==> config.mk <==
export PLATFORM = sky130hd
export DESIGN_NAME = uart_interrupt_enable
export DESIGN_NICKNAME = d
export VERILOG_FILES = /design/src/uart_ier_pkg.sv /design/src/baud_tick_gen.sv /design/src/irq_gate.sv /design/src/uart_interrupt_enable.sv
export SDC_FILE = /design/constraint.sdc
export NUM_CORES = 1
export LEC_CHECK = 0
export ABC_AREA = 1
export BUFFER_PORTS_ARGS = -buffer_cell sky130_fd_sc_hd__buf_2
export CAP_MARGIN = 10
export CORE_MARGIN = 4
export CORE_UTILIZATION = 55
export DETAILED_ROUTE_END_ITERATION = 10
export PLACE_DENSITY_LB_ADDON = 0.1
export SLEW_MARGIN = 20
export SYNTH_ARGS = -nofsm -noshare
export SYNTH_HDL_FRONTEND = slang
export SYNTH_SLANG_ARGS = --single-unit
export TNS_END_PERCENT = 5
==> constraint.sdc <==
create_clock -name clk_sys -period 3.4 [get_ports clk_sys]
set_clock_uncertainty 0.2 [all_clocks]
set_input_delay 0.85 -clock clk_sys [delete_from_list [all_inputs] [get_ports clk_sys]]
set_output_delay 0.85 -clock clk_sys [all_outputs]
set_load 0.02 [all_outputs]
==> src/uart_ier_pkg.sv <==
// Register map, field positions and reset values of the interrupt enable block.
`default_nettype none
package uart_ier_pkg;
  localparam logic [31:0] ier_dlm_addr     = 32'he000c004;
  localparam logic [31:0] dll_addr         = 32'he000c000;
  localparam logic [31:0] lcr_addr         = 32'he000c00c;
  localparam logic [31:0] fdr_addr         = 32'he000c028;
  localparam logic [31:0] lsr_addr         = 32'he000c014;
  localparam logic [31:0] evt_status_addr  = 32'he000c040;
  localparam logic [31:0] evt_mask_addr    = 32'he000c044;
  localparam logic [31:0] baud_cnt_addr    = 32'he000c048;
  localparam int          rda_bit          = 0;
  localparam int          transmit_holding_empty_bit         = 1;
  localparam int          rls_bit          = 2;
  localparam int          abto_bit         = 8;
  localparam int          abeo_bit         = 9;
  localparam int          ier_w            = 10;
  localparam int          divisor_latch_access_bit_bit         = 7;
  localparam int          lsr_transmit_holding_empty_bit     = 5;
  localparam int          lsr_err_lo       = 1;
  localparam int          lsr_err_hi       = 4;
  localparam int          oversample       = 16;
  localparam int          n_src            = 5;
  localparam logic [9:0]  ier_valid_mask   = 10'h307;
  localparam logic [9:0]  ier_reset        = 10'h000;
  localparam logic [7:0]  dlm_reset        = 8'h00;
  localparam logic [7:0]  dll_reset        = 8'h01;
  localparam logic [3:0]  divadd_reset     = 4'h0;
  localparam logic [3:0]  mul_reset        = 4'h1;
  localparam logic [7:0]  lcr_reset        = 8'h03;
  localparam int          fdr_add_lo       = 0;
  localparam int          fdr_mul_lo       = 4;
  // Event bit positions in the sticky status and mask registers.
  localparam int          ev_rda           = 0;
  localparam int          ev_transmit_holding_empty          = 1;
  localparam int          ev_rls           = 2;
  localparam int          ev_abto          = 3;
  localparam int          ev_abeo          = 4;
endpackage
`default_nettype wire

==> src/baud_tick_gen.sv <==
// Baud tick generator: 16-bit divisor with fractional prescaler.
`default_nettype none
module baud_tick_gen
(
  input  wire logic        clk_sys,
  input  wire logic        srst,
  input  wire logic [15:0] divisor,
  input  wire logic [3:0]  frac_add,
  input  wire logic [3:0]  frac_mul,
  output logic             tick_16x
);
  logic [15:0] cnt_ff;
  logic [4:0]  acc_ff;
  logic        hold_ff;
  logic [4:0]  acc_sum;
  logic        wrap;

  assign acc_sum = acc_ff + {1'b0, frac_add};
  assign wrap    = (cnt_ff <= 16'h0001);

  // A divisor period is stretched by one extra period whenever the
  // fractional accumulator overflows, giving mul/(mul+add) scaling.
  always_ff @(posedge clk_sys)
  begin
    if (srst)
    begin
      cnt_ff   <= 16'h0000;
      acc_ff   <= 5'h00;
      hold_ff  <= 1'b0;
      tick_16x <= 1'b0;
    end
    else
    begin
      tick_16x <= 1'b0;
      if (divisor == 16'h0000)
        cnt_ff <= 16'h0000;
      else if (wrap)
      begin
        cnt_ff <= divisor;
        if (hold_ff)
          hold_ff <= 1'b0;
        else if (frac_add != 4'h0 && frac_mul != 4'h0
                 && acc_sum >= {1'b0, frac_mul})
        begin
          acc_ff  <= acc_sum - {1'b0, frac_mul};
          hold_ff <= 1'b1;
          tick_16x <= 1'b1;
        end
        else
        begin
          if (frac_add != 4'h0)
            acc_ff <= acc_sum;
          tick_16x <= 1'b1;
        end
      end
      else
        cnt_ff <= cnt_ff - 16'h0001;
    end
  end
endmodule
`default_nettype wire

==> src/irq_gate.sv <==
// Gates pending interrupt sources with their enable bits.
`default_nettype none
module irq_gate
(
  input  wire logic       clk_sys,
  input  wire logic       srst,
  input  wire logic [4:0] pending,
  input  wire logic [4:0] enable,
  output logic [4:0]      active,
  output logic            any_active
);
  genvar i;
  generate
    for (i = 0; i < 5; i++)
    begin : g_src
      always_ff @(posedge clk_sys)
      begin
        if (srst)
          active[i] <= 1'b0;
        else
          active[i] <= pending[i] & enable[i];
      end
    end
  endgenerate

  always_ff @(posedge clk_sys)
  begin
    if (srst)
      any_active <= 1'b0;
    else
      any_active <= |(pending & enable);
  end
endmodule
`default_nettype wire

==> src/uart_interrupt_enable.sv <==
// Interrupt source enable register, divisor latch and event logic.
`default_nettype none
module uart_interrupt_enable
(
  input  wire logic        clk_sys,
  input  wire logic        srst,
  input  wire logic [31:0] addr,
  input  wire logic [31:0] wdata,
  input  wire logic        wr_en,
  input  wire logic        rd_en,
  output logic      [31:0] rdata,
  input  wire logic        receive_data_available,
  input  wire logic        char_timeout,
  input  wire logic        transmit_holding_empty,
  input  wire logic [3:0]  rx_line_errors,
  input  wire logic        autobaud_timeout,
  input  wire logic        autobaud_done,
  output logic             irq,
  output logic             event_irq,
  output logic             baud_tick_16x
);
  ////////////////////////////////////////////////////////////////////////////
  logic [9:0]  interrupt_source_enable_ff;
  logic [7:0]  divisor_high_byte_ff;
  logic [7:0]  divisor_low_byte_ff;
  logic [7:0]  line_ctrl_ff;
  logic [3:0]  fractional_add_value_ff;
  logic [3:0]  fractional_multiplier_ff;
  logic [4:0]  evt_status_ff;
  logic [4:0]  evt_mask_ff;
  logic [4:0]  src_prev_ff;
  logic [15:0] tick_cnt_ff;
  logic [4:0]  pending;
  logic [4:0]  enable;
  logic [4:0]  active;
  logic        any_active;
  logic [4:0]  rise;
  logic [4:0]  nxt_evt_status;
  logic        divisor_latch_access_bit;
  logic [15:0] divisor;
  logic        tick;
  logic [31:0] nxt_rdata;

  function automatic logic hit(input logic [31:0] a, input logic [31:0] r);
    hit = (a == r);
  endfunction

  assign divisor_latch_access_bit = line_ctrl_ff[uart_ier_pkg::divisor_latch_access_bit_bit];
  assign divisor = {divisor_high_byte_ff, divisor_low_byte_ff};

  ////////////////////////////////////////////////////////////////////////////
  // Source pending vector and enable vector, in event bit order.
  always_comb
  begin
    pending = 5'h00;
    pending[uart_ier_pkg::ev_rda]  = receive_data_available
                                   | char_timeout;
    pending[uart_ier_pkg::ev_transmit_holding_empty] = transmit_holding_empty;
    pending[uart_ier_pkg::ev_rls]  = |rx_line_errors;
    pending[uart_ier_pkg::ev_abto] = autobaud_timeout;
    pending[uart_ier_pkg::ev_abeo] = autobaud_done;
    enable = 5'h00;
    enable[uart_ier_pkg::ev_rda] =
      interrupt_source_enable_ff[uart_ier_pkg::rda_bit];
    enable[uart_ier_pkg::ev_transmit_holding_empty] =
      interrupt_source_enable_ff[uart_ier_pkg::transmit_holding_empty_bit];
    enable[uart_ier_pkg::ev_rls] =
      interrupt_source_enable_ff[uart_ier_pkg::rls_bit];
    enable[uart_ier_pkg::ev_abto] =
      interrupt_source_enable_ff[uart_ier_pkg::abto_bit];
    enable[uart_ier_pkg::ev_abeo] =
      interrupt_source_enable_ff[uart_ier_pkg::abeo_bit];
  end

  irq_gate u_irq_gate
  (
    .clk_sys    (clk_sys),
    .srst       (srst),
    .pending    (pending),
    .enable     (enable),
    .active     (active),
    .any_active (any_active)
  );

  assign irq = any_active;

  baud_tick_gen u_baud
  (
    .clk_sys  (clk_sys),
    .srst     (srst),
    .divisor  (divisor),
    .frac_add (fractional_add_value_ff),
    .frac_mul (fractional_multiplier_ff),
    .tick_16x (tick)
  );

  // Each sixteenth oversample tick is one bit time.
  always_ff @(posedge clk_sys)
  begin
    if (srst)
    begin
      tick_cnt_ff   <= 16'h0000;
      baud_tick_16x <= 1'b0;
    end
    else
    begin
      baud_tick_16x <= tick;
      if (tick)
        tick_cnt_ff <= tick_cnt_ff + 16'h0001;
    end
  end

  ////////////////////////////////////////////////////////////////////////////
  // Enable register and divisor high byte share one address.
  always_ff @(posedge clk_sys)
  begin
    if (srst)
    begin
      interrupt_source_enable_ff <= uart_ier_pkg::ier_reset;
      divisor_high_byte_ff       <= uart_ier_pkg::dlm_reset;
    end
    else if (wr_en && hit(addr, uart_ier_pkg::ier_dlm_addr))
    begin
      if (!divisor_latch_access_bit)
        interrupt_source_enable_ff <= wdata[9:0]
                                      & uart_ier_pkg::ier_valid_mask;
      else
        divisor_high_byte_ff <= wdata[7:0];
    end
  end

  always_ff @(posedge clk_sys)
  begin
    if (srst)
    begin
      divisor_low_byte_ff      <= uart_ier_pkg::dll_reset;
      line_ctrl_ff             <= uart_ier_pkg::lcr_reset;
      fractional_add_value_ff  <= uart_ier_pkg::divadd_reset;
      fractional_multiplier_ff <= uart_ier_pkg::mul_reset;
    end
    else if (wr_en)
    begin
      if (hit(addr, uart_ier_pkg::dll_addr) && divisor_latch_access_bit)
        divisor_low_byte_ff <= wdata[7:0];
      else if (hit(addr, uart_ier_pkg::lcr_addr))
        line_ctrl_ff <= wdata[7:0];
      else if (hit(addr, uart_ier_pkg::fdr_addr))
      begin
        fractional_add_value_ff  <= wdata[3:0];
        fractional_multiplier_ff <= wdata[7:4];
      end
    end
  end

  ////////////////////////////////////////////////////////////////////////////
  // Sticky event status: rising source edges set, write-one clears,
  // and a set in the same cycle as its clear wins.
  assign rise = pending & ~src_prev_ff;

  always_comb
  begin
    nxt_evt_status = evt_status_ff;
    if (wr_en && hit(addr, uart_ier_pkg::evt_status_addr))
      nxt_evt_status = nxt_evt_status & ~wdata[4:0];
    nxt_evt_status = nxt_evt_status | rise;
  end

  always_ff @(posedge clk_sys)
  begin
    if (srst)
    begin
      src_prev_ff   <= 5'h00;
      evt_status_ff <= 5'h00;
      evt_mask_ff   <= 5'h00;
      event_irq     <= 1'b0;
    end
    else
    begin
      src_prev_ff   <= pending;
      evt_status_ff <= nxt_evt_status;
      if (wr_en && hit(addr, uart_ier_pkg::evt_mask_addr))
        evt_mask_ff <= wdata[4:0];
      event_irq <= |(nxt_evt_status & evt_mask_ff);
    end
  end

  ////////////////////////////////////////////////////////////////////////////
  // Read path; reserved bits return zero.
  always_comb
  begin
    nxt_rdata = 32'h00000000;
    if (hit(addr, uart_ier_pkg::ier_dlm_addr))
    begin
      if (divisor_latch_access_bit)
        nxt_rdata[7:0] = divisor_high_byte_ff;
      else
        nxt_rdata[9:0] = interrupt_source_enable_ff;
    end
    else if (hit(addr, uart_ier_pkg::dll_addr))
    begin
      if (divisor_latch_access_bit)
        nxt_rdata[7:0] = divisor_low_byte_ff;
    end
    else if (hit(addr, uart_ier_pkg::lcr_addr))
      nxt_rdata[7:0] = line_ctrl_ff;
    else if (hit(addr, uart_ier_pkg::fdr_addr))
      nxt_rdata[7:0] = {fractional_multiplier_ff, fractional_add_value_ff};
    else if (hit(addr, uart_ier_pkg::lsr_addr))
    begin
      nxt_rdata[uart_ier_pkg::lsr_transmit_holding_empty_bit] = transmit_holding_empty;
      nxt_rdata[uart_ier_pkg::lsr_err_hi:uart_ier_pkg::lsr_err_lo] =
        rx_line_errors;
      nxt_rdata[0] = receive_data_available;
    end
    else if (hit(addr, uart_ier_pkg::evt_status_addr))
      nxt_rdata[4:0] = evt_status_ff;
    else if (hit(addr, uart_ier_pkg::evt_mask_addr))
      nxt_rdata[4:0] = evt_mask_ff;
    else if (hit(addr, uart_ier_pkg::baud_cnt_addr))
      nxt_rdata[15:0] = tick_cnt_ff;
  end

  always_ff @(posedge clk_sys)
  begin
    if (srst)
      rdata <= 32'h00000000;
    else if (rd_en)
      rdata <= nxt_rdata;
    else
      rdata <= 32'h00000000;
  end

  // The gated per-source vector is unused; it is only reduced here and does not feed the sticky mask path.
  logic unused_active;
  assign unused_active = |active;
endmodule
`default_nettype wire

==> flow_summary.rst <==
.. list-table::
   :header-rows: 1

   * - Metric
     - Value
   * - CTS tree
     - done
   * - Startpoint type of the worst setup path
     - register
   * - Area added between synthesis and finish
     - 10.6%
   * - Worst path required time
     - 3.53 ns
   * - Register area share after synthesis
     - 0.372
   * - Resized Gates After CTS
     - 0
   * - Time the worst path needs with I/O delays and setup
     - between 3 and 4 ns
   * - Peak supply drop
     - around 0.36 mV
   * - Number of nets still failing antenna checks after routing
     - 0
   * - Most used DFF post-synth
     - sky130_fd_sc_hd__dfxtp_1
   * - Final GP Congestion
     - 0.942
   * - Antenna violations before repair
     - 0
   * - Vias after detailed routing
     - about 5.8k
   * - I/O Pins
     - 112
   * - # port buffers
     - 73
   * - Initial Util
     - 0.568
   * - Number of buffers added to fix hold violations after cts
     - 0
   * - Detailed-route vias per instance
     - about 5.4
   * - Total global routing overflow
     - 0
   * - Routed Wire Length
     - between 15000 and 20000 um
   * - Core Region
     - around 10000 um2
   * - Vias in the first global route
     - around 5.5k
   * - Buffers inserted during post-CTS setup optimization
     - 0
   * - Dpl hpwl
     - approximately 12000 um
   * - Clock H-tree levels
     - 3
   * - Worst-path clk slew
     - 0.11 ns
   * - Register bit total from synthesis
     - 110
   * - Routed wire per std cell
     - ~15 um
   * - Worst hold path cell count
     - 2
   * - Inserted Clock Buffers
     - 9
   * - Pre-antenna DRT Iters
     - 5
   * - DRC violation count after routing
     - 0
   * - CTS Buffer Depth
     - 2
   * - Final Hold Viols
     - 0
   * - Max-capacitance violation count
     - 0
   * - Die outline area
     - approximately 12000 um2
   * - Final Max Tran Viols
     - 0
   * - Worst-Margin Slew
     - slightly below 0.7 ns
   * - Number of sinks on the clock net
     - 110
   * - Most common cell on crit path
     - sky130_fd_sc_hd__nand2_1
   * - Routed wl met3
     - roughly 1300 um
   * - Root buffer cell
     - sky130_fd_sc_hd__clkbuf_8
   * - Setup violators final
     - 0
   * - Status
     - finished clean
   * - Cell family with the largest share of critical-path delay
     - adder cells
   * - Ratio of final minimum period to clock period
     - 0.926
   * - Arrival time at the worst endpoint
     - between 3 and 4 ns
   * - Worst-Skew Late Latency
     - between 0.3 and 0.4 ns
   * - Largest stage delay on the critical path
     - between 0.4 and 0.5 ns
   * - Number of placement rows
     - 37
   * - Share of final-layout standard cells stronger than drive strength 1
     - 0.140
   * - Antenna cells
     - 0
   * - Cell type of the slowest stage on the worst timing path
     - sky130_fd_sc_hd__fa_1
   * - Top achievable clock speed
     - 318 MHz
   * - Worst-path maximum fanout
     - 7
   * - Instance count on the critical path
     - 13
   * - Pwr Density
     - roughly 460 nW/um2
   * - Net count of the finished layout
     - between 1k and 1.5k
   * - Total Negative Setup Slacks
     - 0 ns
   * - Nature of the critical path endpoint
     - register
   * - Area of all placed cells without fillers
     - between 6000 and 7000 um2
   * - Number of synthesized flops with an enable pin
     - 0
   * - List of cells traversed by the critical path
     - ha_1 -> inv_1 -> fa_1 -> xnor2_1 -> ha_1 -> a21oi_1 -> nand2_1 -> nand2_1 -> nand4_1 -> nand2_1 -> nor2_1 -> or2_2 -> a21oi_1
   * - Cell variety after synth
     - 50
   * - Highest metal used
     - met4
   * - Global-route usage over all layers
     - 0.254
   * - Placed instance area
     - 6340 um2
   * - Class of the most critical hold timing path
     - register to register
   * - Wire length of the first global-routing pass
     - around 26000 um
   * - Warnings, synthesis
     - 0
   * - Critical path type
     - register to register
   * - Relative slew slack
     - 0.533
   * - Depth of the worst register-to-register path
     - 13
   * - Fraction of registers with async set/reset
     - 0
   * - Gate count after technology mapping
     - between 800 and 900
   * - Unrepaired setup endpoints after global routing
     - false
   * - Pin count of the biggest net entering global routing
     - 49
   * - Post-synthesis cell area
     - slightly below 6000 um2
   * - Amount of wire on met2 after detailed routing
     - around 7300 um
   * - Leakage component of the power
     - 3.14 nW
   * - Mean instance size in the synthesized netlist
     - 6.84 um2
   * - DRC violation total after the first TritonRoute iteration
     - ~580
   * - Die Y
     - approximately 110 um
   * - Critical path buffers and inverters
     - 1
   * - Die extent in x
     - 112 um
   * - Met1 WL
     - about 6900 um
## per-stage QoR
stage / instances / total power, mW / hold slack, ns / utilization / worst slack [ns]
floorplan: 881 / 2.01 / 0.223 / - / 0.703
global placement: 1063 / 2.15 / 0.238 / 0.609 / 0.429
detailed placement: 1063 / 2.19 / 0.240 / 0.609 / 0.293
CTS: 1079 / 3.02 / 0.257 / 0.629 / 0.267
global route: 1079 / 3.19 / 0.272 / 0.629 / 0.0275
finish: 1079 / 3.01 / 0.261 / 0.629 / 0.252
## cell families (layout without fill, tap and decap cells)
logic type / after synthesis / count (layout) / synth area share
and+or+nand+nor: 396 / 396 / 0.304
adders and majority gates: 13 / 13 / 0.0300
other: 1 / 16 / 0.000634
xor gates and xnor gates: 11 / 11 / 0.0163
DFF: 110 / 110 / 0.372
AOI/OAI and AO/OA: 171 / 171 / 0.156
buffers and inverters: 164 / 226 / 0.120
## flip-flops by register name (all words and copies together) (netlist names), 4 cells and up
register / flops
divisor_low_byte_ff: 8
fractional_add_value_ff: 4
rdata: 16
divisor_high_byte_ff: 8
u_baud.cnt_ff: 16
src_prev_ff: 5
tick_cnt_ff: 16
evt_mask_ff: 5
u_baud.acc_ff: 5
line_ctrl_ff: 8
fractional_multiplier_ff: 4
interrupt_source_enable_ff: 5
evt_status_ff: 5
## routing by layer
layer | GRT usage | up-vias
li1 | - | 2926
met1 | 0.337 | 2644
met2 | 0.417 | 230
met3 | 0.0620 | 24
met4 | 0.0616 | 0
met5 | 0 | -
## where the power goes
part	total, mW	leakage [nW]	internal (mW)	switching [mW]
Sequential	1.48	0.892	1.39	0.0853
Combinational	0.695	2.15	0.238	0.457
Clock	0.842	0.104	0.357	0.485
Total	3.01	3.14	1.99	1.03
## synthesized netlist by cell type, types with 2 or more instances
cell type,n,share of area
sky130_fd_sc_hd__nor2_4,3,0.0057
sky130_fd_sc_hd__o21ai_2,2,0.0030
sky130_fd_sc_hd__o22ai_1,3,0.0032
sky130_fd_sc_hd__o21ai_1,2,0.0017
sky130_fd_sc_hd__clkbuf_1,13,0.0082
sky130_fd_sc_hd__a21oi_1,70,0.059
sky130_fd_sc_hd__nand4_1,12,0.013
sky130_fd_sc_hd__nor3_1,11,0.0093
sky130_fd_sc_hd__xor2_1,8,0.012
sky130_fd_sc_hd__nand2_1,156,0.099
sky130_fd_sc_hd__a31oi_1,9,0.0095
sky130_fd_sc_hd__nor2_1,116,0.074
sky130_fd_sc_hd__buf_4,17,0.022
sky130_fd_sc_hd__inv_2,4,0.0025
sky130_fd_sc_hd__xnor2_1,3,0.0044
sky130_fd_sc_hd__a21oi_2,2,0.0030
sky130_fd_sc_hd__nand3_2,2,0.0034
sky130_fd_sc_hd__nor4_1,4,0.0042
sky130_fd_sc_hd__nor2_2,5,0.0053
sky130_fd_sc_hd__dfxtp_1,110,0.37
sky130_fd_sc_hd__inv_1,124,0.079
sky130_fd_sc_hd__nand3_1,65,0.055
sky130_fd_sc_hd__or2_2,7,0.0074
sky130_fd_sc_hd__nand2_4,4,0.0076
sky130_fd_sc_hd__ha_1,11,0.023
sky130_fd_sc_hd__fa_1,2,0.0068
sky130_fd_sc_hd__nor2_8,3,0.010
sky130_fd_sc_hd__o211ai_1,4,0.0051
sky130_fd_sc_hd__o21ai_0,69,0.058
sky130_fd_sc_hd__nor3_2,2,0.0034
sky130_fd_sc_hd__buf_6,2,0.0038
sky130_fd_sc_hd__a211oi_1,3,0.0038
## worst paths after layout
check / from / to / slack, ns
min reg2reg: line_ctrl_ff[3]$_SDFFE_PP0P_ / line_ctrl_ff[3]$_SDFFE_PP0P_ / 0.26
max: fractional_add_value_ff[0]$_SDFFE_PP0P_ / u_baud.acc_ff[4]$_SDFFE_PP0P_ / 0.25
max reg2reg: fractional_add_value_ff[0]$_SDFFE_PP0P_ / u_baud.acc_ff[4]$_SDFFE_PP0P_ / 0.25
min: line_ctrl_ff[3]$_SDFFE_PP0P_ / line_ctrl_ff[3]$_SDFFE_PP0P_ / 0.26
## area by class of cell
| cell class | count | area, um2 |
|---|---|---|
| repair buffers | 80 | 418 |
| well taps | 136 | 170 |
| inverters | 130 | 493 |
| fillers | 995 | 3870 |
| flip-flops and latches | 110 | 2200 |
| multi-input cells | 607 | 3060 |
| clock inverters | 6 | 76.3 |
| clock buffers | 10 | 128 |
## placed cells by master, fill, tap and decap left out, types with 3 or more instances in the layout
cell,synthesis,final
sky130_fd_sc_hd__o21ai_0,69,69
sky130_fd_sc_hd__buf_4,17,7
sky130_fd_sc_hd__nor2_2,5,5
sky130_fd_sc_hd__clkbuf_8,0,9
sky130_fd_sc_hd__nor4_1,4,4
sky130_fd_sc_hd__inv_6,1,5
sky130_fd_sc_hd__or2_2,7,7
sky130_fd_sc_hd__nor2_1,116,116
sky130_fd_sc_hd__xor2_1,8,8
sky130_fd_sc_hd__o211ai_1,4,4
sky130_fd_sc_hd__dfxtp_1,110,110
sky130_fd_sc_hd__conb_1,1,16
sky130_fd_sc_hd__nor2_8,3,3
sky130_fd_sc_hd__xnor2_1,3,3
sky130_fd_sc_hd__a31oi_1,9,9
sky130_fd_sc_hd__nand2_4,4,4
sky130_fd_sc_hd__nand4_1,12,12
sky130_fd_sc_hd__nand2_1,156,156
sky130_fd_sc_hd__inv_1,124,124
sky130_fd_sc_hd__inv_2,4,4
sky130_fd_sc_hd__nor2_4,3,3
sky130_fd_sc_hd__a21oi_1,70,70
sky130_fd_sc_hd__a211oi_1,3,3
sky130_fd_sc_hd__ha_1,11,11
sky130_fd_sc_hd__o22ai_1,3,3
sky130_fd_sc_hd__nand3_1,65,65
sky130_fd_sc_hd__buf_2,1,73
sky130_fd_sc_hd__nor3_1,11,11
## worst reg2reg max path, stage by stage (launching register included)
cell	delay, ns
sky130_fd_sc_hd__dfxtp_1	0.44
sky130_fd_sc_hd__ha_1	0.20
sky130_fd_sc_hd__inv_1	0.06
sky130_fd_sc_hd__fa_1	0.45
sky130_fd_sc_hd__xnor2_1	0.25
sky130_fd_sc_hd__ha_1	0.34
sky130_fd_sc_hd__a21oi_1	0.16
sky130_fd_sc_hd__nand2_1	0.08
sky130_fd_sc_hd__nand2_1	0.08
sky130_fd_sc_hd__nand4_1	0.13
sky130_fd_sc_hd__nand2_1	0.22
sky130_fd_sc_hd__nor2_1	0.08
sky130_fd_sc_hd__or2_2	0.27
sky130_fd_sc_hd__a21oi_1	0.14
Note: power is estimated with default switching activity, not from simulation.
